$ cat src/hdl/wdp_pkg.sv
// What this block does
// The watchdog counter advances only on edges of its own free-running RC oscillator pin.
// The watchdog keeps counting while the main clock is stopped, including during sleep.
// An expiry while awake requests a full device reset and records it as a watchdog reset.
// An expiry while asleep wakes the device without reset and records it as a wake-up.
// Every expiry clears the watchdog expiry flag.
// A zero in the watchdog enable fuse of the configuration word disables the watchdog for good.
// One scaler is shared between Timer0 and the watchdog, routed and ratioed by the option register.
// The clear and sleep instructions restart the counter, and the scaler when it serves the watchdog.
// A clear instruction zeroes the scaler count when the scaler serves the watchdog, and leaves the scaler assignment untouched.
// A set assignment select routes the scaler to the watchdog, dividing expiry by two to the ratio.
package wdp_pkg;

    // Register indices; a byte address is four times the index.
    localparam logic [15:0] OPT_IDX   = 16'h0081;
    localparam logic [15:0] CFG_IDX   = 16'h2007;
    localparam logic [15:0] STAT_IDX  = 16'h0090;
    localparam logic [15:0] MASK_IDX  = 16'h0091;
    localparam logic [15:0] STATE_IDX = 16'h0092;
    localparam int          ADDR_W    = 16;
    localparam int          IDX_LSB   = 2;

    // Option register layout and reset value.
    localparam int          OPT_W       = 8;
    localparam int          OPT_PSA_BIT = 3;
    localparam int          OPT_PS_LSB  = 0;
    localparam int          PS_W        = 3;
    localparam logic [7:0]  OPT_RESET   = 8'hFF;

    // Configuration word layout.
    localparam int          CFG_W        = 14;
    localparam int          CFG_WATCHDOG_ENABLE_FUSE_BIT = 2;

    // Event status and mask layout.
    localparam int          EV_W      = 2;
    localparam int          EV_RST    = 0;
    localparam int          EV_WAKE   = 1;
    localparam logic [1:0]  EV_RESET  = 2'h0;

    // State register layout.
    localparam int          ST_TO    = 0;
    localparam int          ST_SLEEP = 1;
    localparam int          ST_EN    = 2;

    // Scaler shift width covers ratios up to 2 to the 8th.
    localparam int          SHIFT_W = 4;

    typedef enum logic {
        WDP_RUN,
        WDP_SLEEP
    } wdp_mode_t;

endpackage

$ cat src/hdl/wdp_scaler.sv
`timescale 1ns/1ns
// Power-of-two divider of a tick stream; output is a registered one-cycle pulse.
module wdp_scaler #(
    parameter int CNT_W = 8
) (
    // Clock and reset.
    input  wire logic                        core_clk,
    input  wire logic                        resetn,
    // Control.
    input  wire logic                        clr,
    input  wire logic [wdp_pkg::SHIFT_W-1:0] shift,
    // Ticks.
    input  wire logic                        tick_in,
    output logic                             tick_out
);

    logic [CNT_W-1:0] cnt_q;
    logic [CNT_W-1:0] cnt_d;
    logic [CNT_W-1:0] term;
    logic             hit;
    logic             out_q;

    // Terminal count is two to the shift, less one.
    // At-or-above, so a ratio lowered mid-count ends the period at once instead of wrapping.
    assign term  = CNT_W'((CNT_W+1)'(1) << shift) - CNT_W'(1);
    assign hit   = tick_in && (cnt_q >= term);
    assign cnt_d = hit ? '0 : cnt_q + CNT_W'(1);

    // Clear wins over an arriving tick so a restart never leaks a pulse.
    always_ff @(posedge core_clk) begin
        if (!resetn || clr) begin
            cnt_q <= '0;
            out_q <= 1'b0;
        end else begin
            out_q <= hit;
            if (tick_in) begin
                cnt_q <= cnt_d;
            end
        end
    end

    assign tick_out = out_q;

endmodule

$ cat src/hdl/wdp_watchdog.sv
`timescale 1ns/1ns
// Watchdog with shared postscaler, run from core_clk with the RC oscillator as a sampled pin.
module wdp_watchdog #(
    parameter int BASE_W  = 8,
    parameter int SCALE_W = 8,
    parameter logic [wdp_pkg::OPT_W-1:0] OPT_INIT = wdp_pkg::OPT_RESET
) (
    // Clock and reset.
    input  wire logic                      core_clk,
    input  wire logic                      resetn,
    // Avalon-MM slave.
    input  wire logic [wdp_pkg::ADDR_W-1:0] avs_address,
    input  wire logic                      avs_read,
    input  wire logic                      avs_write,
    input  wire logic [3:0]                avs_byteenable,
    input  wire logic [31:0]               avs_writedata,
    output logic [31:0]                    avs_readdata,
    output logic                           avs_waitrequest,
    // Watchdog oscillator pin and fuses.
    input  wire logic                      wdt_rc_osc,
    input  wire logic [wdp_pkg::CFG_W-1:0] config_word,
    // Core instruction strobes.
    input  wire logic                      watchdog_clear_instruction,
    input  wire logic                      sleep_instruction,
    // Timer0 side of the shared scaler.
    input  wire logic                      tmr0_tick,
    output logic                           tmr0_scaled_tick,
    // Results.
    output logic                           wdt_reset_req,
    output logic                           wdt_wake,
    output logic                           sleeping,
    output logic                           watchdog_expiry_flag,
    output logic                           irq
);

    logic                                  rc_s1_q;
    logic                                  rc_s2_q;
    logic                                  rc_s3_q;
    logic                                  rc_rise;
    logic [wdp_pkg::CFG_W-1:0]             cfg_q;
    logic [wdp_pkg::OPT_W-1:0]             opt_q;
    logic [wdp_pkg::EV_W-1:0]              stat_q;
    logic [wdp_pkg::EV_W-1:0]              stat_d;
    logic [wdp_pkg::EV_W-1:0]              mask_q;
    logic [BASE_W-1:0]                     base_q;
    logic                                  base_ovf;
    logic                                  base_ovf_q;
    logic                                  wd_en;
    logic                                  wd_clear;
    logic                                  scaler_assignment_select;
    logic [wdp_pkg::PS_W-1:0]              ratio;
    logic [wdp_pkg::SHIFT_W-1:0]           shift;
    logic                                  sc_in;
    logic                                  sc_out;
    logic                                  sc_clr;
    logic                                  expiry;
    wdp_pkg::wdp_mode_t                    mode_q;
    logic                                  to_q;
    logic                                  rst_q;
    logic                                  wake_q;
    logic                                  ack_q;
    logic                                  req;
    logic                                  acc;
    logic [wdp_pkg::ADDR_W-1:0]            idx;
    logic                                  hit_opt;
    logic                                  hit_cfg;
    logic                                  hit_stat;
    logic                                  hit_mask;
    logic                                  hit_state;
    logic                                  wr_opt;
    logic                                  wr_mask;
    logic                                  rd_stat;
    logic [31:0]                           rdata_d;
    logic [31:0]                           rdata_q;

    // The RC oscillator is asynchronous, so two flops come before the edge detector.
    always_ff @(posedge core_clk) begin
        if (!resetn) begin
            rc_s1_q <= 1'b0;
            rc_s2_q <= 1'b0;
            rc_s3_q <= 1'b0;
        end else begin
            rc_s1_q <= wdt_rc_osc;
            rc_s2_q <= rc_s1_q;
            rc_s3_q <= rc_s2_q;
        end
    end

    assign rc_rise = rc_s2_q && !rc_s3_q;

    // The fuse word is static; it is captured while reset is held.
    always_ff @(posedge core_clk) begin
        if (!resetn) begin
            cfg_q <= config_word;
        end
    end

    // Decoding of option and fuse fields.
    assign wd_en    = cfg_q[wdp_pkg::CFG_WATCHDOG_ENABLE_FUSE_BIT];
    assign scaler_assignment_select      = opt_q[wdp_pkg::OPT_PSA_BIT];
    assign ratio    = opt_q[wdp_pkg::OPT_PS_LSB +: wdp_pkg::PS_W];
    assign wd_clear = watchdog_clear_instruction || sleep_instruction;

    // Base counter; it runs whatever the mode, since core_clk stands in for the always-on clock.
    assign base_ovf = wd_en && rc_rise && (base_q == '1);
    always_ff @(posedge core_clk) begin
        if (!resetn || !wd_en || wd_clear) begin
            base_q     <= '0;
            base_ovf_q <= 1'b0;
        end else begin
            base_q     <= rc_rise ? base_q + BASE_W'(1) : base_q;
            base_ovf_q <= base_ovf;
        end
    end

    // Shared scaler: Timer0 divides by two to ratio plus one, the watchdog by two to ratio.
    assign sc_in  = scaler_assignment_select ? base_ovf : tmr0_tick;
    assign shift  = scaler_assignment_select ? wdp_pkg::SHIFT_W'(ratio)
                        : wdp_pkg::SHIFT_W'(ratio) + wdp_pkg::SHIFT_W'(1);
    assign sc_clr = scaler_assignment_select && wd_clear;

    wdp_scaler #(
        .CNT_W    (SCALE_W)
    ) u_scaler (
        .core_clk (core_clk),
        .resetn   (resetn),
        .clr      (sc_clr),
        .shift    (shift),
        .tick_in  (sc_in),
        .tick_out (sc_out)
    );

    // Expiry comes from the scaler when assigned, otherwise straight from the base counter.
    assign expiry           = wd_en && !wd_clear && (scaler_assignment_select ? sc_out : base_ovf_q);
    assign tmr0_scaled_tick = !scaler_assignment_select && sc_out;

    // Sleep mode; an expiry while asleep wakes rather than resets.
    always_ff @(posedge core_clk) begin
        if (!resetn) begin
            mode_q <= wdp_pkg::WDP_RUN;
            rst_q  <= 1'b0;
            wake_q <= 1'b0;
        end else begin
            rst_q  <= 1'b0;
            wake_q <= 1'b0;
            case (mode_q)
                wdp_pkg::WDP_RUN: begin
                    if (sleep_instruction) begin
                        mode_q <= wdp_pkg::WDP_SLEEP;
                    end else if (expiry) begin
                        rst_q <= 1'b1;
                    end
                end
                wdp_pkg::WDP_SLEEP: begin
                    if (expiry) begin
                        mode_q <= wdp_pkg::WDP_RUN;
                        wake_q <= 1'b1;
                    end
                end
                default: begin
                    mode_q <= wdp_pkg::WDP_RUN;
                end
            endcase
        end
    end

    // Expiry flag: reset and the two instructions set it, an expiry clears it.
    // Expiry is gated off while a clear is present, so a clear in the same cycle wins and sets the flag.
    always_ff @(posedge core_clk) begin
        if (!resetn) begin
            to_q <= 1'b1;
        end else if (expiry) begin
            to_q <= 1'b0;
        end else if (wd_clear) begin
            to_q <= 1'b1;
        end
    end

    assign wdt_reset_req        = rst_q;
    assign wdt_wake             = wake_q;
    assign sleeping             = (mode_q == wdp_pkg::WDP_SLEEP);
    assign watchdog_expiry_flag = to_q;

    // Bus decode; each access is answered on its second cycle, mapped or not.
    assign req       = avs_read || avs_write;
    assign acc       = req && ack_q;
    assign idx       = avs_address >> wdp_pkg::IDX_LSB;
    assign hit_opt   = (idx == wdp_pkg::OPT_IDX);
    assign hit_cfg   = (idx == wdp_pkg::CFG_IDX);
    assign hit_stat  = (idx == wdp_pkg::STAT_IDX);
    assign hit_mask  = (idx == wdp_pkg::MASK_IDX);
    assign hit_state = (idx == wdp_pkg::STATE_IDX);
    assign wr_opt    = acc && avs_write && hit_opt && avs_byteenable[0];
    assign wr_mask   = acc && avs_write && hit_mask && avs_byteenable[0];
    assign rd_stat   = acc && avs_read && hit_stat;
    assign avs_waitrequest = req && !ack_q;

    // Read mux; unmapped addresses read as zero.
    always_comb begin
        rdata_d = 32'h0000_0000;
        if (hit_opt) begin
            rdata_d[wdp_pkg::OPT_W-1:0] = opt_q;
        end else if (hit_cfg) begin
            rdata_d[wdp_pkg::CFG_W-1:0] = cfg_q;
        end else if (hit_stat) begin
            rdata_d[wdp_pkg::EV_W-1:0] = stat_q;
        end else if (hit_mask) begin
            rdata_d[wdp_pkg::EV_W-1:0] = mask_q;
        end else if (hit_state) begin
            rdata_d[wdp_pkg::ST_TO]    = to_q;
            rdata_d[wdp_pkg::ST_SLEEP] = sleeping;
            rdata_d[wdp_pkg::ST_EN]    = wd_en;
        end
    end

    // Handshake and read data register.
    always_ff @(posedge core_clk) begin
        if (!resetn) begin
            ack_q   <= 1'b0;
            rdata_q <= 32'h0000_0000;
        end else begin
            ack_q   <= req && !ack_q;
            rdata_q <= rdata_d;
        end
    end

    assign avs_readdata = rdata_q;

    // Option and mask registers; an instruction never touches the assignment bit.
    always_ff @(posedge core_clk) begin
        if (!resetn) begin
            opt_q  <= OPT_INIT;
            mask_q <= wdp_pkg::EV_RESET;
        end else begin
            if (wr_opt) begin
                opt_q <= avs_writedata[wdp_pkg::OPT_W-1:0];
            end
            if (wr_mask) begin
                mask_q <= avs_writedata[wdp_pkg::EV_W-1:0];
            end
        end
    end

    // Sticky events clear on read, but a new event in the same cycle survives.
    // A read clears only the bits it returned, so an event landing after capture is kept.
    always_comb begin
        stat_d = rd_stat ? (stat_q & ~rdata_q[wdp_pkg::EV_W-1:0]) : stat_q;
        stat_d[wdp_pkg::EV_RST]  = stat_d[wdp_pkg::EV_RST] || rst_q;
        stat_d[wdp_pkg::EV_WAKE] = stat_d[wdp_pkg::EV_WAKE] || wake_q;
    end

    always_ff @(posedge core_clk) begin
        if (!resetn) begin
            stat_q <= wdp_pkg::EV_RESET;
        end else begin
            stat_q <= stat_d;
        end
    end

    assign irq = |(stat_q & mask_q);
endmodule

$ cat config.mk
export PLATFORM = sky130hd
export DESIGN_NAME = wdp_watchdog
export DESIGN_NICKNAME = d
export VERILOG_FILES = /design/src/hdl/wdp_pkg.sv /design/src/hdl/wdp_scaler.sv /design/src/hdl/wdp_watchdog.sv
export SDC_FILE = /design/constraint.sdc
export NUM_CORES = 1
export LEC_CHECK = 0
export BUFFER_PORTS_ARGS = -buffer_cell sky130_fd_sc_hd__buf_2
export CAP_MARGIN = 20
export CORE_MARGIN = 4
export CORE_UTILIZATION = 53
export CTS_CLUSTER_SIZE = 40
export DETAILED_ROUTE_END_ITERATION = 7
export PLACE_DENSITY = 0.84
export SYNTH_ARGS = -nofsm -noshare
export SYNTH_HDL_FRONTEND = slang
export SYNTH_SLANG_ARGS = --single-unit
$ cat constraint.sdc
create_clock -name core_clk -period 6.7 [get_ports core_clk]
set_input_delay 0.67 -clock core_clk [delete_from_list [all_inputs] [get_ports core_clk]]
set_output_delay 0.67 -clock core_clk [all_outputs]
set_load 0.01 [all_outputs]
Word-level counts from Yosys, hierarchy flattened
Cells that the tools add are included.

storage, ports and cells
  register bits = 84
  input bits = 74
  output and inout bits = 39

operators by class
  $add $sub $neg = 4
  magnitude comparators = 1
  equality and inequality tests = 6
  shift operators = 1
  multiplexer cells = 19
  bitwise gates (word level) = 6
  reductions and logical operators = 35

operators with widths
  operator                                          number
  == test 14 x 8 -> 1 bit, second input constant    4
  logical AND 1 bit                                 17
  adder 8 x 1 -> 8 bit, second input constant       2
  two-way mux 8 bit                                 2
  == test 14 bit, second input constant             1
  two-way mux 1 bit                                 9
  == test 8 bit, second input constant              1
  >= comparator 8 bit                               1
  << shifter 1 x 4 -> 8 bit, first input constant   1
  subtractor 8 x 2 -> 8 bit, second input constant  1
  logical OR 1 bit                                  7
  zero test 1 bit                                   6
  two-way mux 2 bit                                 3
  two-way mux 3 bit                                 2
  OR reduction 3 bit                                2
  two-way mux 5 bit                                 1
  adder 3 x 1 -> 4 bit, second input constant       1
  bitwise AND 2 bit                                 2
  two-way mux 4 bit                                 1
  inverter 1 bit                                    3
  inverter 2 bit                                    1
  case mux 1 bit (2 select lines)                   1
  AND reduction 2 bit                               1
  nonzero test 2 bit                                1
  OR reduction 2 bit                                1

Longest topological paths before layout
Gate-level depths: netlist (run 1).

  word-level depth = 7
  depth in mapped cells = 15

Cells and area by module
A second synthesis (run 1) with hierarchy kept.

second synthesis, totals
  cell total of the unflattened synthesis = 298
  area total of the unflattened synthesis = 3069.2 um^2

modules (own cells, without submodules)
  module        times used  cells each  area an instance (um^2)  seq. area each (um^2)
  wdp_watchdog  1           222         2344.7                   1281.2
  wdp_scaler    1           76          724.4                    180.2

Worst setup path before layout (run 1)
OpenSTA, ideal clock, no wires.

  path type = reg-to-reg
  start = reg opt_q[0] (netlist bit)
  end = reg u_scaler.cnt_q[3]
  data arrival time = 3.437 ns
  data required time = 6.613 ns
  slack = 3.176 ns
  stages on the path, launching flop included = 16
  path buffers = 0
  period minus slack after synthesis = 3.524 ns
  cell sequence = dfxtp_1 > ha_1 > nor2b_1 > xnor2_1 > and2_1 > nand2_1 > ha_1 > nor3_1 > a21oi_1 > o31a_1 > ha_1 > a41oi_1 > a21oi_1 > a211oi_2 > nand2_1 > o31ai_1

between the ends
  word-level cells in the longest chain between the ends = 7

RTL lines
  item                           line                 text
  start, declared                wdp_watchdog.sv:41   logic [wdp_pkg::OPT_W-1:0] opt_q;
  start signal, assigned         wdp_watchdog.sv:236  opt_q <= avs_writedata[wdp_pkg::OPT_W-1:0];
  adder 3 x 1 -> 4 bit           wdp_watchdog.sv:119  : wdp_pkg::SHIFT_W'(ratio) + wdp_pkg::SHIFT_W'(1);
  two-way mux 4 bit (*)          wdp_watchdog.sv:118  assign shift = scaler_assignment_select ? wdp_pkg::SHIFT_W'(ratio)
  << shifter 1 x 4 -> 8 bit (*)  wdp_scaler.sv:25     assign term = CNT_W'((CNT_W+1)'(1) << shift) - CNT_W'(1);
  subtractor 8 x 2 -> 8 bit (*)  wdp_scaler.sv:25
  >= comparator 8 bit (*)        wdp_scaler.sv:26     assign hit = tick_in && (cnt_q >= term);
  logical AND 1 bit (*)          wdp_scaler.sv:26
  two-way mux 8 bit (*)          wdp_scaler.sv:27     assign cnt_d = hit ? '0 : cnt_q + CNT_W'(1);
  end signal, assigned           wdp_scaler.sv:37     cnt_q <= cnt_d;
  end, declared                  wdp_scaler.sv:17     logic [CNT_W-1:0] cnt_q;

Mark *: on every way between the ends. The rest lies on a longest branch, timed or not.
A chain may end at the register's enable or synchronous reset.

Worst setup path in the final report (run 1)
  start = reg opt_q[0] (netlist bit)
  end = reg u_scaler.cnt_q[5]

Same word-level chain as after synthesis.

==> results of run 1 <==
-- cell usage in the layout (no fill, tap or decap), types with 2 or more instances in the layout --
cell      Yosys  final
nor3_1        5      5
mux2i_1      16     16
edfxtp_1     14     14
xor2_1        4      4
and3_1        3      3
nand2_1      26     26
a22oi_1      11     11
inv_1         8      8
nand3_1       8      8
nor2b_1       8      8
buf_2         1     65
a211oi_1      2      2
conb_1        1     18
and4_1        2      2
nand4_1       6      6
o21ai_0      13     13
o31ai_1       4      4
a31oi_1       3      3
xnor2_1       6      6
nor2_1       31     31
nor4_1        6      6
clkbuf_1      5      2
dfxtp_1      52     52
ha_1         12     12
and2_1       13     13
nor4_4        3      3
clkbuf_8      0      9
a21oi_1       9      9
-- worst max-delay path, stage by stage, from the launching register on --
cell      delay, ns
dfxtp_1        0.36
ha_1           0.21
nor2b_1        0.13
xnor2_1        0.41
and2_1         0.24
nand2_1        0.07
ha_1           0.29
nor3_1         0.25
a21oi_1        0.06
o31a_1         0.25
ha_1           0.29
a41oi_1        0.23
a21oi_1        0.10
a211oi_2       0.60
nand2_1        0.29
o31ai_1        0.30
-- per-stage QoR --
step / utilization [%] / hold WS, ns / setup WS, ns / cell area [µm²] / cells
2_1_floorplan: - / 0.4119 / 3.176 / 3097 / 323
5_1_grt: 63.98 / 0.4687 / 2.159 / 3545 / 453
6_report: 63.98 / 0.4339 / 2.535 / 3545 / 453
3_5_place_dp: 60.52 / 0.4262 / 2.624 / 3353 / 436
4_1_cts: 63.89 / 0.4427 / 2.592 / 3540 / 452
3_3_place_gp: 60.52 / 0.4139 / 2.712 / 3353 / 436
-- power groups by stage --
stage          Sequential [mW]  Clock (mW)  Combinational (mW)
6_report                 0.418       0.316              0.0373
4_1_cts                  0.418       0.323              0.0371
5_1_grt                  0.419       0.342              0.0410
3_5_place_dp             0.427           0              0.0368
3_3_place_gp             0.427           0              0.0358
2_1_floorplan            0.426           0              0.0255
-- metal layers --
metal	up-vias	wire length, µm
li1	1195	-
met1	1131	2722
met2	68	3187
met3	13	375
met4	0	102
met5	-	0
-- flip-flops by register name (all words and copies together), names as in the netlist, 2 cells and up --
signal	cells
mask_q	2
base_q	8
u_scaler.cnt_q	8
cfg_q	14
avs_readdata	14
stat_q	2
opt_q	8
-- area by class of cell --
| class | count | area (µm²) |
|---|---|---|
| Fill cell | 450 | 1996 |
| Sequential cell | 66 | 1461 |
| Multi-Input combinational cell | 225 | 1446 |
| Timing Repair Buffer | 66 | 330.3 |
| Clock buffer | 11 | 131.4 |
| Tap cell | 72 | 90.09 |
| Clock inverter | 5 | 55.05 |
| Inverter | 8 | 30.03 |
-- Yosys cell counts, drive strengths merged (9+ instances only) --
cell type | instances | area (µm²)
dfxtp | 52 | 1041
nor2 | 31 | 116.4
nand2 | 27 | 103.9
buf | 19 | 140.1
mux2i | 16 | 160.2
and2 | 14 | 87.59
edfxtp | 14 | 420.4
o21ai | 13 | 65.06
ha | 12 | 150.1
a22oi | 11 | 82.58
a21oi | 9 | 45.04
nor4 | 9 | 101.4
-- final timing paths --
path | end | startpoint | cells past startpoint
setup / recovery | u_scaler.cnt_q[5]$_SDFFE_PP0P_ | opt_q[0]$_SDFFE_PN1P_ | 15
hold / removal | rc_s2_q$_SDFF_PN0_ | rc_s1_q$_SDFF_PN0_ | 1
setup reg to reg | u_scaler.cnt_q[5]$_SDFFE_PP0P_ | opt_q[0]$_SDFFE_PN1P_ | 15
hold reg to reg | rc_s2_q$_SDFF_PN0_ | rc_s1_q$_SDFF_PN0_ | 1
-- cell families after synthesis --
| kind of cell | after synthesis |
|---|---|
| AND/OR/NAND/NOR | 120 |
| flip-flops | 66 |
| AO/OA/AOI/OAI | 48 |
| buffers and inverters | 32 |
| multiplexers | 17 |
| adder cells (fa/ha/maj) | 12 |
| XOR/XNOR | 10 |
| other | 1 |
==> impl.org, run 1 <==
** Drt
- Via total after detailed routing :: ~2400
- Drt drc :: 0
- Number of iterations in the first detailed-routing pass :: 4
- Number of nets with antenna violations after routing :: 0
- Dividing the detail-routed wire length by the instance count gives 14.10 µm.
- After the first detailed-routing iteration, the DRC count stood at 143.
- Via/cell ratio :: 5.313
- The final layout contains routed wiring with a total length of approximately 6400 µm.

** Global routing
- After global routing, the most crowded layer is met2.
- Fraction of met3 tracks used by global routing :: 6.022%
- Global routing used between 10% and 20% of the available tracks across all layers.
- Wire length of the first global-routing pass :: 10810 µm
- Vias in the first global route :: ~2400
- For this run, global-route usage on met2 was measured as 31.96%.
- Entering global routing, the biggest net connects 26 pins.
- The number of antenna violations at the first check in global routing is 0.
- For met1 alone, demand over resource in global routing was between 20% and 30%.
- After global routing the overflow that remains totals 0.

** Power
- In this run switching power makes up 22.31% of total power.
- Registers are responsible for 54.2% of the overall power.
- Cell internal power was estimated by the tool at ~0.60 mW.
- Part of the power in combinational logic :: 4.8%
- Fraction of power consumed by the clock network :: about 40%
- Summed over all nets, the switching power comes to ~0.17 mW.
- Across the VDD grid, the largest voltage drop is 0.2204 mV.
- The design draws 0.7719 mW.
- Dividing total power by cell area gives a power density of 217.8 nW/µm².
- Leak :: 1.449 nW

** Timing
- Final max-slew violation count :: 0
- Timing would allow up to 0.2401 GHz.
- Dividing the final minimum period by the clock period gives between 60% and 70%.
- Tightest slew margin relative to the limit :: ~42%
- At the pin with the least slew margin, the transition time is between 0.8 and 0.9 ns.
- Setup-violating endpoint count in the final report :: 0
- Number of hold-slack violations in the final timing report :: 0
- Final TNS setup :: 0 ns
- Setup repair after global routing left no endpoint under its margin.
- On the final layout, the worst clock skew is about 0.0098 ns.
- The worst path in the final design needs a cycle of around 4.2 ns, including I/O delays and setup.

** Synth
- Number of warnings printed during yosys synthesis :: 0
- Post-synthesis adder-cell area fraction :: 4.950%
- Of the post-synthesis cell area, the part taken by muxes is 5.652%.
- Synth Area in Simple Gates :: 21.66%
- Of the total synthesized cell area, the portion taken by XOR and XNOR cells is 2.888%.
- Top_reg_cell synth :: dfxtp_1
- The synthesized design contains 66 register bits.
- After synthesis, the largest family of logic cells by area is simple AND/OR/NAND/NOR gates.
- Cell count after synthesis :: between 300 and 400
- Syn_area_per_cell :: roughly 10 µm²
- Summing the areas of all compound-gate instances in the mapped netlist gives between 10% and 20% of the synthesized area.
- Number of synthesized flops with an enable pin :: 14
- Area of the mapped netlist :: about 3000 µm²
- Async set-or-reset flop fraction in the synthesized netlist :: 0%
- Sequential area share after synthesis :: 48.18%
- Yosys cell types :: 44

** Setup path
- Slack of the worst reg-to-reg path :: 2.54 ns
- Of all nets on the critical path, the largest fanout is 10.
- Critical path type :: reg2reg
- Data arrives at the worst endpoint at 4.42 ns.
- Critical Path End Type :: flop
- Data on the critical path is required at its endpoint by 6.96 ns.
- CP startpoint kind :: flop

** Placement
- Port-buffer cells :: 65
- HPWL after detailed placement :: 4778 µm
- Routability-driven placement finished with a final weighted congestion of about 0.82.

** Clock network
- TritonCTS buffer count :: 9
- No sink is reached through more buffers than the 2 on the longest clock path.
- Worst-Skew Late Latency :: between 0.3 and 0.4 ns
- The root buffer cell chosen for the clock tree is clkbuf_8.
- Post-CTS timing repair inserted 0 buffers for setup.
- TritonCTS built the clock tree.
- After clock tree synthesis, the flow added hold-fix buffers numbering 0.
- Clock transition at the registers of the reported paths :: around 0.070 ns
- Clock net sink count :: 66
- H-tree Lvls :: 3
- The number of gates resized after CTS was 0.

** Die
- Core footprint :: 5540 µm²
- Row count :: 27
- The die covers 6996 µm².
- Number of top-level pins :: ~110
- Die Y :: around 84 µm
- Die Width :: 83.65 µm
- Initial Utilization :: 54.74%

** Cells and area
- Synthesis-to-layout area growth :: 16.87%
- After the last flow step, the layout net total stands at 462.
- Of the cells placed in the final design, the portion with a size suffix greater than 1 is 22.83%.
- # diodes :: 0

** Run
- Across the run, the number of max-cap violations was 0.

** Run status
- The flow ran to the end, and the final reports show no timing, DRC or antenna violations.

** Worst hold path
- Type of the tightest min-delay check :: reg2reg
Power figures use the tool's default switching activity.
==> run 2: changes to the inputs <==
--- a/config.mk
+++ b/config.mk
@@ -5,13 +5,14 @@
 export SDC_FILE = /design/constraint.sdc
 export NUM_CORES = 1
 export LEC_CHECK = 0
+export ABC_AREA = 1
 export BUFFER_PORTS_ARGS = -buffer_cell sky130_fd_sc_hd__buf_2
 export CAP_MARGIN = 20
 export CORE_MARGIN = 4
-export CORE_UTILIZATION = 53
+export CORE_UTILIZATION = 46
 export CTS_CLUSTER_SIZE = 40
 export DETAILED_ROUTE_END_ITERATION = 7
-export PLACE_DENSITY = 0.84
+export PLACE_DENSITY = 0.76
 export SYNTH_ARGS = -nofsm -noshare
 export SYNTH_HDL_FRONTEND = slang
 export SYNTH_SLANG_ARGS = --single-unit
==> constraint.sdc (replaced) <==
create_clock -name core_clk -period 3.8 [get_ports core_clk]
set_input_delay 0.38 -clock core_clk [delete_from_list [all_inputs] [get_ports core_clk]]
set_output_delay 0.38 -clock core_clk [all_outputs]
set_load 0.01 [all_outputs]
==> run 2 against run 1 <==
  * Register-to-register slack worse by 1.4 ns
  * Hold slack got worse by 0.24 ns
  * Setup slack worse by 1.4 ns
  * Sequential power increased by 77%
  * Critical path type unchanged
  * Critical endpoint is now u_scaler.cnt_q[1]$_SDFFE_PP0P_
  * Largest cell class is now multi-input gates
==> impl.org, run 2 <==
** Run status
- Result of the run :: finished clean

** Synth
- The mux share of post-synthesis cell area was 0% (-5.7 points).
- The area fraction of the dominant cell type after synthesis is 30.84% (-3.5 points).
- The post-synthesis compound-gate area fraction was 4.781% (-5.5 points).
- Syn_area_per_cell :: 7.869 µm² (-21%)
- Synth Area in Simple Gates :: 33.65% (+12 points)
- For this run, the leading register cell type out of synthesis is dfxtp_1.
- Of all cell types, the one taking the most synthesized area is dfxtp_1.
- The adder and majority gate portion of the synthesized area came to 4.448% (-0.50 points).
- Cell count after synthesis :: 429 (+40%)
- The sequential area share after synthesis is 43.29% (-4.9 points).
- The post-synthesis share of cell area spent on xor and xnor gates is 1.557% (-1.3 points).
- The fraction of synthesis flops using an asynchronous set or reset pin is 0% (unchanged).
- Commonest cells in the synthesized netlist :: nand2_1, dfxtp_1, inv_1
- The count of distinct cell types in the synthesized netlist was 42 (-4.5%).
- The number of synthesized register bits is 66 (unchanged).
- Among all cell types in the netlist, the one instantiated most often is nand2_1.
- Number of synthesized flops with an enable pin :: 14 (unchanged)
- The total number of yosys warnings is 0 (unchanged).
- Main area contributors after synthesis :: dfxtp_1, edfxtp_1, nand2_1, nand3_1, inv_1
- By area, the combinational part of the netlist is dominated by simple AND/OR/NAND/NOR gates.
- The mapped cell area came to 3376 µm² (+11%).

** Global routing
- Initial antenna violation count :: 0 (unchanged)
- The maximum number of pins on one net before global-route repair came to 27 (+3.8%).
- The number of global-route vias before repair was 2669 (+12%).
- The remaining global-route overflow came to 0 (unchanged).
- Wire length of the first global-routing pass :: 11690 µm (+8.2%)
- The all-layer global routing usage was 16.99% (-2.2 points).

** Cells and area
- Leaving out fill and tap cells, the most frequent cell in the layout is nand2_1.
- The final cell utilization of the core was 56.11% (-7.9 points).
- The total area of sequential cells came to 1461 µm² (unchanged).
- Area used by multi-input combinational logic :: 1568 µm² (+8.4%)
- Share of layout cells above drive strength 1 :: 22.75% (-0.080 points)
- Number of filler instances in the final layout :: 651 (+45%)
- The number of nets in the finished design was 582 (+26%).
- From synthesis to final layout, the design area changed by 15.42%.
- The number of antenna diodes is 0 (unchanged).
- The top cell types in the final layout, fill and taps aside, are nand2_1, buf_2, dfxtp_1.

** Timing
- The final hold violation count came to 0 (unchanged).
- Final TNS setup :: 0 ns (unchanged)
- Setup repair after global routing left no endpoint under its margin.
- Final Cycle Share :: 70.17% (+8.0 points)
- Maximum clock rate :: 0.3751 GHz (+56%)
- The clock skew came to 0.01023 ns (+0.0004602 ns).
- The count of pins over their slew limit came to 0 (unchanged).
- The minimum period implied by the final worst setup slack came to 2.666 ns (-1.499 ns).
- Setup-violating endpoint count in the final report :: 0 (unchanged)
- The minimum hold slack was 0.1959 ns (-0.2381 ns).
- Tightest Pin Transition :: 0.8263 ns (-0.04170 ns)
- The worst max-slew margin expressed relative to the limit came to 44.85% (+2.8 points).

** Setup path
- Startpoint of the worst setup timing path :: opt_q[0]$_SDFFE_PN1P_
- CP startpoint kind :: flop
- The required arrival time at the worst endpoint was 4.04 ns (-2.92 ns).
- Arrival time at the worst endpoint :: 2.91 ns (-1.51 ns)
- The startpoint identified for the worst register-to-register timing path is opt_q[0]$_SDFFE_PN1P_.
- Critical Path End Type :: flop
- The worst setup path is of the reg2reg kind.
- CP Max Fanout :: 8 (-2)

** Clock network
- The H-tree depth was 3 (unchanged).
- CTS tree :: done
- Number of hold-repair buffers added at the cts stage :: 0 (unchanged)
- Cts repair resizes :: 0 (unchanged)
- Clock transition at the registers of the reported paths :: 0.08 ns (about the same)
- Clock net sink count :: 66 (unchanged)
- Worst-Skew Late Latency :: 0.35 ns (about the same)
- The tree is rooted in a clkbuf_8.
- The number of setup buffers added after CTS is 0 (unchanged).
- TritonCTS buffer count :: 9 (unchanged)
- The clock tree buffer depth is 2 (unchanged).

** Placement
- Global placement routability congestion :: 0.7912 (-3.7%)
- The half-perimeter wire length after detailed placement is 5314 µm (+11%).
- Port-buffer cells :: 65 (unchanged)

** Drt
- The detailed-routing iteration count for the pre-antenna-repair pass came to 5 (+1).
- Drt drc :: 0 (unchanged)
- The initial detailed-routing violation count was 120 (-16%).
- Total Routed Length :: 7039 µm (+10%)
- The vias after detailed routing was 2874 (+19%).
- The routed length per placed instance came to 11.79 µm (-16%).
- The number of antenna-violating nets in the routed design was 0 (unchanged).
- Via/cell ratio :: 4.814 (-9.4%)

** Die
- Die footprint :: 8773 µm² (+25%)
- Die Y :: 93.67 µm (+12%)
- The x dimension of the die came to 93.67 µm (+12%).
- The number of ports placed on the die boundary was 113 (unchanged).
- The starting density of the core was 48.61% (-6.1 points).
- Row count :: 30 (+11%)
- Core footprint :: 6944 µm² (+25%)

** Worst hold path
- Type of the tightest min-delay check :: in2reg
- The startpoint identified for the worst hold timing path is config_word[3].

** Power
- The ratio of total power to cell area came to 364.0 nW/µm² (+67%).
- The static leakage was 1.819 nW (+26%).
- Worst IR Drop VDD :: 0.3240 mV (+47%)

** Run
- The count of max-cap constraint violations was 0 (unchanged).
run 2: changes by cell type in the layout (fill, tap and decap cells not counted), sizes merged, moves of 16 or more:
cell   delta
inv      +48
mux2i    -16
nand2    +61
nand3    +38
nand4    +16
nor2     +25
run 2: worst paths after layout:
path	endpoint	slack (ns)	cells past startpoint
min reg2reg	rc_s2_q$_SDFF_PN0_	0.43	2
max	u_scaler.cnt_q[1]$_SDFFE_PP0P_	1.13	18
max reg2reg	u_scaler.cnt_q[1]$_SDFFE_PP0P_	1.13	18
min	cfg_q[3]$_DFFE_PN_	0.20	1
run 2: cell families (layout without fill, tap and decap cells):
kind of cell / after synthesis / count (layout)
other: 1 / 18
buffers and inverters: 83 / 138
adder cells (fa/ha/maj): 12 / 12
XOR/XNOR: 6 / 6
AO/OA/AOI/OAI: 28 / 28
flip-flops: 66 / 66
AND/OR/NAND/NOR: 233 / 233
run 2: critical path, cell delays in order (launching register included):
cell and delay [ns]:
dfxtp_1 0.43, ha_1 0.21, nand2_1 0.06, nand2_1 0.06, nand2_1 0.08, inv_2 0.12, nor2_4 0.05, nand2_1 0.09
ha_1 0.20, nand3_1 0.10, xnor2_1 0.13, ha_1 0.27, nand2_1 0.07, nor2_1 0.14, nand4_1 0.09, nand3_1 0.11
nand2_1 0.09, nand2_2 0.19, nor2_1 0.07
run 2: final cells by class:
class	instances	share of cell area [%]
Clock inverter	6	1.702
Inverter	56	5.395
Sequential cell	66	37.51
Clock buffer	10	3.532
Timing Repair Buffer	66	8.542
Tap cell	96	3.083
Multi-Input combinational cell	297	40.24
run 2: through the flow:
step	instance area, µm²	setup WS, ns	std cells	power [mW]
5_1_grt	3896	0.8426	597	1.480
3_5_place_dp	3692	1.129	581	0.8252
6_report	3896	1.134	597	1.418
3_3_place_gp	3692	1.178	581	0.8232
4_1_cts	3896	1.112	597	1.432
2_1_floorplan	3440	1.437	446	0.8038
run 2: layer usage:
layer | share of wire (%) | global-route usage [%] | up-vias
li1 | - | - | 1496
met1 | 43 | 19.64 | 1277
met2 | 48 | 28.47 | 91
met3 | 7.2 | 6.811 | 10
met4 | 1.4 | 5.897 | 0
met5 | 0 | 0 | -
run 2: where the power goes:
group	switching [mW]	internal (mW)	total, mW
registers	0.00721	0.731	0.738
clock network	0.287	0.322	0.609
logic	0.0456	0.0255	0.0710
==> run 3: changes to the inputs <==
==> constraint.sdc (replaced) <==
create_clock -name core_clk -period 2.4 [get_ports core_clk]
set_input_delay 0.24 -clock core_clk [delete_from_list [all_inputs] [get_ports core_clk]]
set_output_delay 0.24 -clock core_clk [all_outputs]
set_load 0.01 [all_outputs]
==> run 3 against run 2 <==
  * The run now ends with negative setup slack left
  * Clock power is 60% higher
  * Clock-buffer cell count is the same
  * First-iteration DRC count is 14% lower
  * Cell area increased by 7.7%
  * Wire length rose by 6.5%
  * Critical path type unchanged
  * Largest power group unchanged
==> impl.org, run 3 (synthesis results as in run 2) <==
** Run status
- Result of the run :: finished, violations left
- The checks that failed: negative setup slack.

** Global routing
- Overall Global Routing Usage :: 17.67% (+0.69 points)
- The remaining global-route overflow was 0 (unchanged).
- Vias in the first global route :: 2908 (+9.0%)
- The maximum number of pins on one net before global-route repair was 27 (unchanged).
- The number of antenna violations at the first check in global routing came to 0 (unchanged).
- The first-pass GRT wire length came to 12370 µm (+5.8%).

** Power
- Worst IR Drop VDD :: 0.4684 mV (+45%)
- Power density over cell area :: 539.6 nW/µm² (+48%)
- Leak :: 1.964 nW (+8.0%)
- PnR Total Power :: 2.264 mW (+60%)

** Drt
- Drt first-iter violations :: 103 (-14%)
- Via total after detailed routing :: 3035 (+5.6%)
- The detailed-routing iteration count for the pre-antenna-repair pass came to 4 (-1).
- The number of antenna-violating nets in the routed design came to 0 (unchanged).
- The routed length per placed instance is 12.07 µm (+2.4%).
- The ratio of routed vias to standard cells is 4.887 (+1.5%).
- Drt drc :: 0 (unchanged)
- Total Routed Length :: 7498 µm (+6.5%)

** Cells and area
- # diodes :: 0 (unchanged)
- Number of filler instances in the final layout :: 630 (-3.2%)
- The final instance area was 4197 µm² (+7.7%).
- Relative to the synthesized area, the layout overhead comes to 24.31%.
- Share of layout cells above drive strength 1 :: 30.29% (+7.5 points)
- The total area of sequential cells came to 1464 µm² (+0.17%).
- The area of the multi-input gates came to 1668 µm² (+6.4%).
- Commonest cells after routing, fill and taps aside :: nand2_1, buf_2, dfxtp_1
- Leading cell type in the layout, fill and taps excluded :: nand2_1
- The count of placed standard cells in the final layout, fillers left out came to 621 (+4.0%).
- The number of nets in the finished design was 606 (+4.1%).

** Clock network
- The number of buffers created by CTS came to 9 (unchanged).
- The number of clock sinks was 66 (unchanged).
- The H-tree depth was 3 (unchanged).
- Clock transition at the registers of the reported paths :: 0.07 ns (about the same)
- Clk buf depth :: 2 (unchanged)
- CTS tree :: done
- Clock root buffer master :: clkbuf_8
- The latest clock arrival within the worst-skew pair is 0.34 ns (about the same).

** Timing
- Maximum clock rate :: 0.4147 GHz (+11%)
- Worst setup margin :: -0.01150 ns (-1.145 ns)
- Setup repair after global routing could not meet its margin everywhere.
- Setup-violating endpoint count in the final report :: 6 (+6)
- The final hold violation count came to 0 (unchanged).
- Maximum clock skew at final layout :: 0.004459 ns (-0.005768 ns)
- The minimum period implied by the final worst setup slack came to 2.411 ns (-0.2548 ns).
- Final TNS setup :: -0.02119 ns (-0.02119 ns)
- Final max-slew violation count :: 0 (unchanged)
- The final cycle utilization of the critical path came to 100.5% (+30 points).

** Setup path
- Critical path type :: reg2reg
- The kind of cell with the highest combined delay along the critical path is simple AND/OR/NAND/NOR gates.
- The number of buffer and inverter instances along the worst setup path is 6 (+5).
- The worst setup path is launched from a flop.
- The signal arrival time at the worst endpoint is 2.69 ns (-0.22 ns).
- The largest driver fanout on the critical path came to 8 (unchanged).
- Largest stage delay on the critical path :: 0.34 ns (-0.09 ns)
- The required arrival time at the worst endpoint was 2.68 ns (-1.36 ns).
- Crit-path cells :: buf_6 > buf_4 > nand2_2 > nand2_2 > inv_2 > buf_6 > nand3_4 > ha_4 > buf_6 > xnor2_2 > ha_1 > nand2_1 > inv_1 > nand2_1 > nand2_1 > nand2_1 > nand3_2 > nand2_2 > nand2_4 > nor2_2
- Worst-path cell with the longest stage delay :: dfxtp_2
- Most numerous cell on the critical path :: nand2_1
- Critical Path End Type :: flop

** Die
- Die Y :: 93.67 µm (unchanged)
- Initial Utilization :: 48.61% (unchanged)
- The die area is 8773 µm² (unchanged).
- Number of top-level pins :: 113 (unchanged)
- The x dimension of the die came to 93.67 µm (unchanged).
- Core footprint :: 6944 µm² (unchanged)
- Row count :: 30 (unchanged)

** Placement
- The number of I/O port buffers is 65 (unchanged).
- HPWL after detailed placement :: 5570 µm (+4.8%)
- The post-place instance area came to 3812 µm² (+3.3%).
- Inst Count DP :: 597 (+2.8%)
- The routability congestion estimate is 0.7944 (+0.40%).

** Worst hold path
- The min-delay analysis places its worst path in the category in2reg.

** Run
- The count of max-cap constraint violations came to 0 (unchanged).
==> run 3: cell types whose count changed in the layout (fill, tap and decap cells not counted), moves of 3 or more <==
| cell | change |
|---|---|
| nand2_1 | -6 |
| nor2_2 | +4 |
| nand2_2 | +5 |
| nor2_1 | -5 |
| nand3_1 | -3 |
| buf_6 | +3 |
| buf_4 | +21 |
==> run 3: timing repair <==
| action | in CTS | in global routing |
|---|---|---|
| gates resized for setup | 18 | 11 |
| endpoints found under the setup margin | 9 | 9 |
| endpoints found under the hold margin | 0 | 0 |
| pin swaps | 19 | 13 |
| hold buffers | 0 | 0 |
| setup buffers | 6 | 2 |
| cloned | 0 | 0 |
==> run 3: area by class of cell <==
type / count / share of cell area, %
inverter: 56 / 5.009
sequential: 66 / 34.88
clock buffer: 10 / 3.548
multi-input combinational: 297 / 39.74
timing repair buffer: 90 / 12.49
clock inverter: 6 / 1.461
tap: 96 / 2.862
==> run 3: power by group <==
| group | switching (mW) | internal (mW) | leakage, nW |
|---|---|---|---|
| Sequential | 0.0119 | 1.16 | 0.556 |
| Clock | 0.434 | 0.542 | 0.112 |
| Combinational | 0.0758 | 0.0428 | 1.30 |
==> run 3: worst register-to-register path, stage by stage, from the launching register on <==
cell     delay (ns)
dfxtp_2        0.34
buf_6          0.12
buf_4          0.13
nand2_2        0.06
nand2_2        0.06
inv_2          0.10
buf_6          0.11
nand3_4        0.06
ha_4           0.18
buf_6          0.11
xnor2_2        0.11
ha_1           0.27
nand2_1        0.06
inv_1          0.04
nand2_1        0.06
nand2_1        0.05
nand2_1        0.06
nand3_2        0.06
nand2_2        0.09
nand2_4        0.12
nor2_2         0.13
==> run 3: worst paths after layout <==
check             cells past startpoint                              to  slack [ns]                  start
setup / recovery                     20  u_scaler.cnt_q[1]$_SDFFE_PP0P_       -0.01  opt_q[0]$_SDFFE_PN1P_
setup reg to reg                     20  u_scaler.cnt_q[1]$_SDFFE_PP0P_       -0.01  opt_q[0]$_SDFFE_PN1P_
hold reg to reg                       2              rc_s2_q$_SDFF_PN0_        0.42     rc_s1_q$_SDFF_PN0_
hold / removal                        1              cfg_q[6]$_DFFE_PN_        0.08         config_word[6]
==> run 3: layer usage <==
| metal | share of wire, % | track usage, % | vias to the layer above |
|---|---|---|---|
| met5 | 0 | 0 | - |
| met4 | 1.4 | 5.656 | 0 |
| met3 | 7.2 | 5.529 | 9 |
| met2 | 49 | 31.27 | 102 |
| met1 | 43 | 20.22 | 1382 |
| li1 | - | - | 1542 |
==> run 3: stage by stage <==
stage | setup slack [ns] | utilization (%) | hold WS [ns]
finish | -0.01150 | 60.43 | 0.07553
global placement | -0.06242 | 54.90 | 0.4110
detailed placement | -0.1923 | 54.90 | 0.4068
floorplan | 0.03709 | - | 0.3376
global route | -0.1677 | 60.43 | 0.04804
CTS | -0.02244 | 59.73 | 0.05818
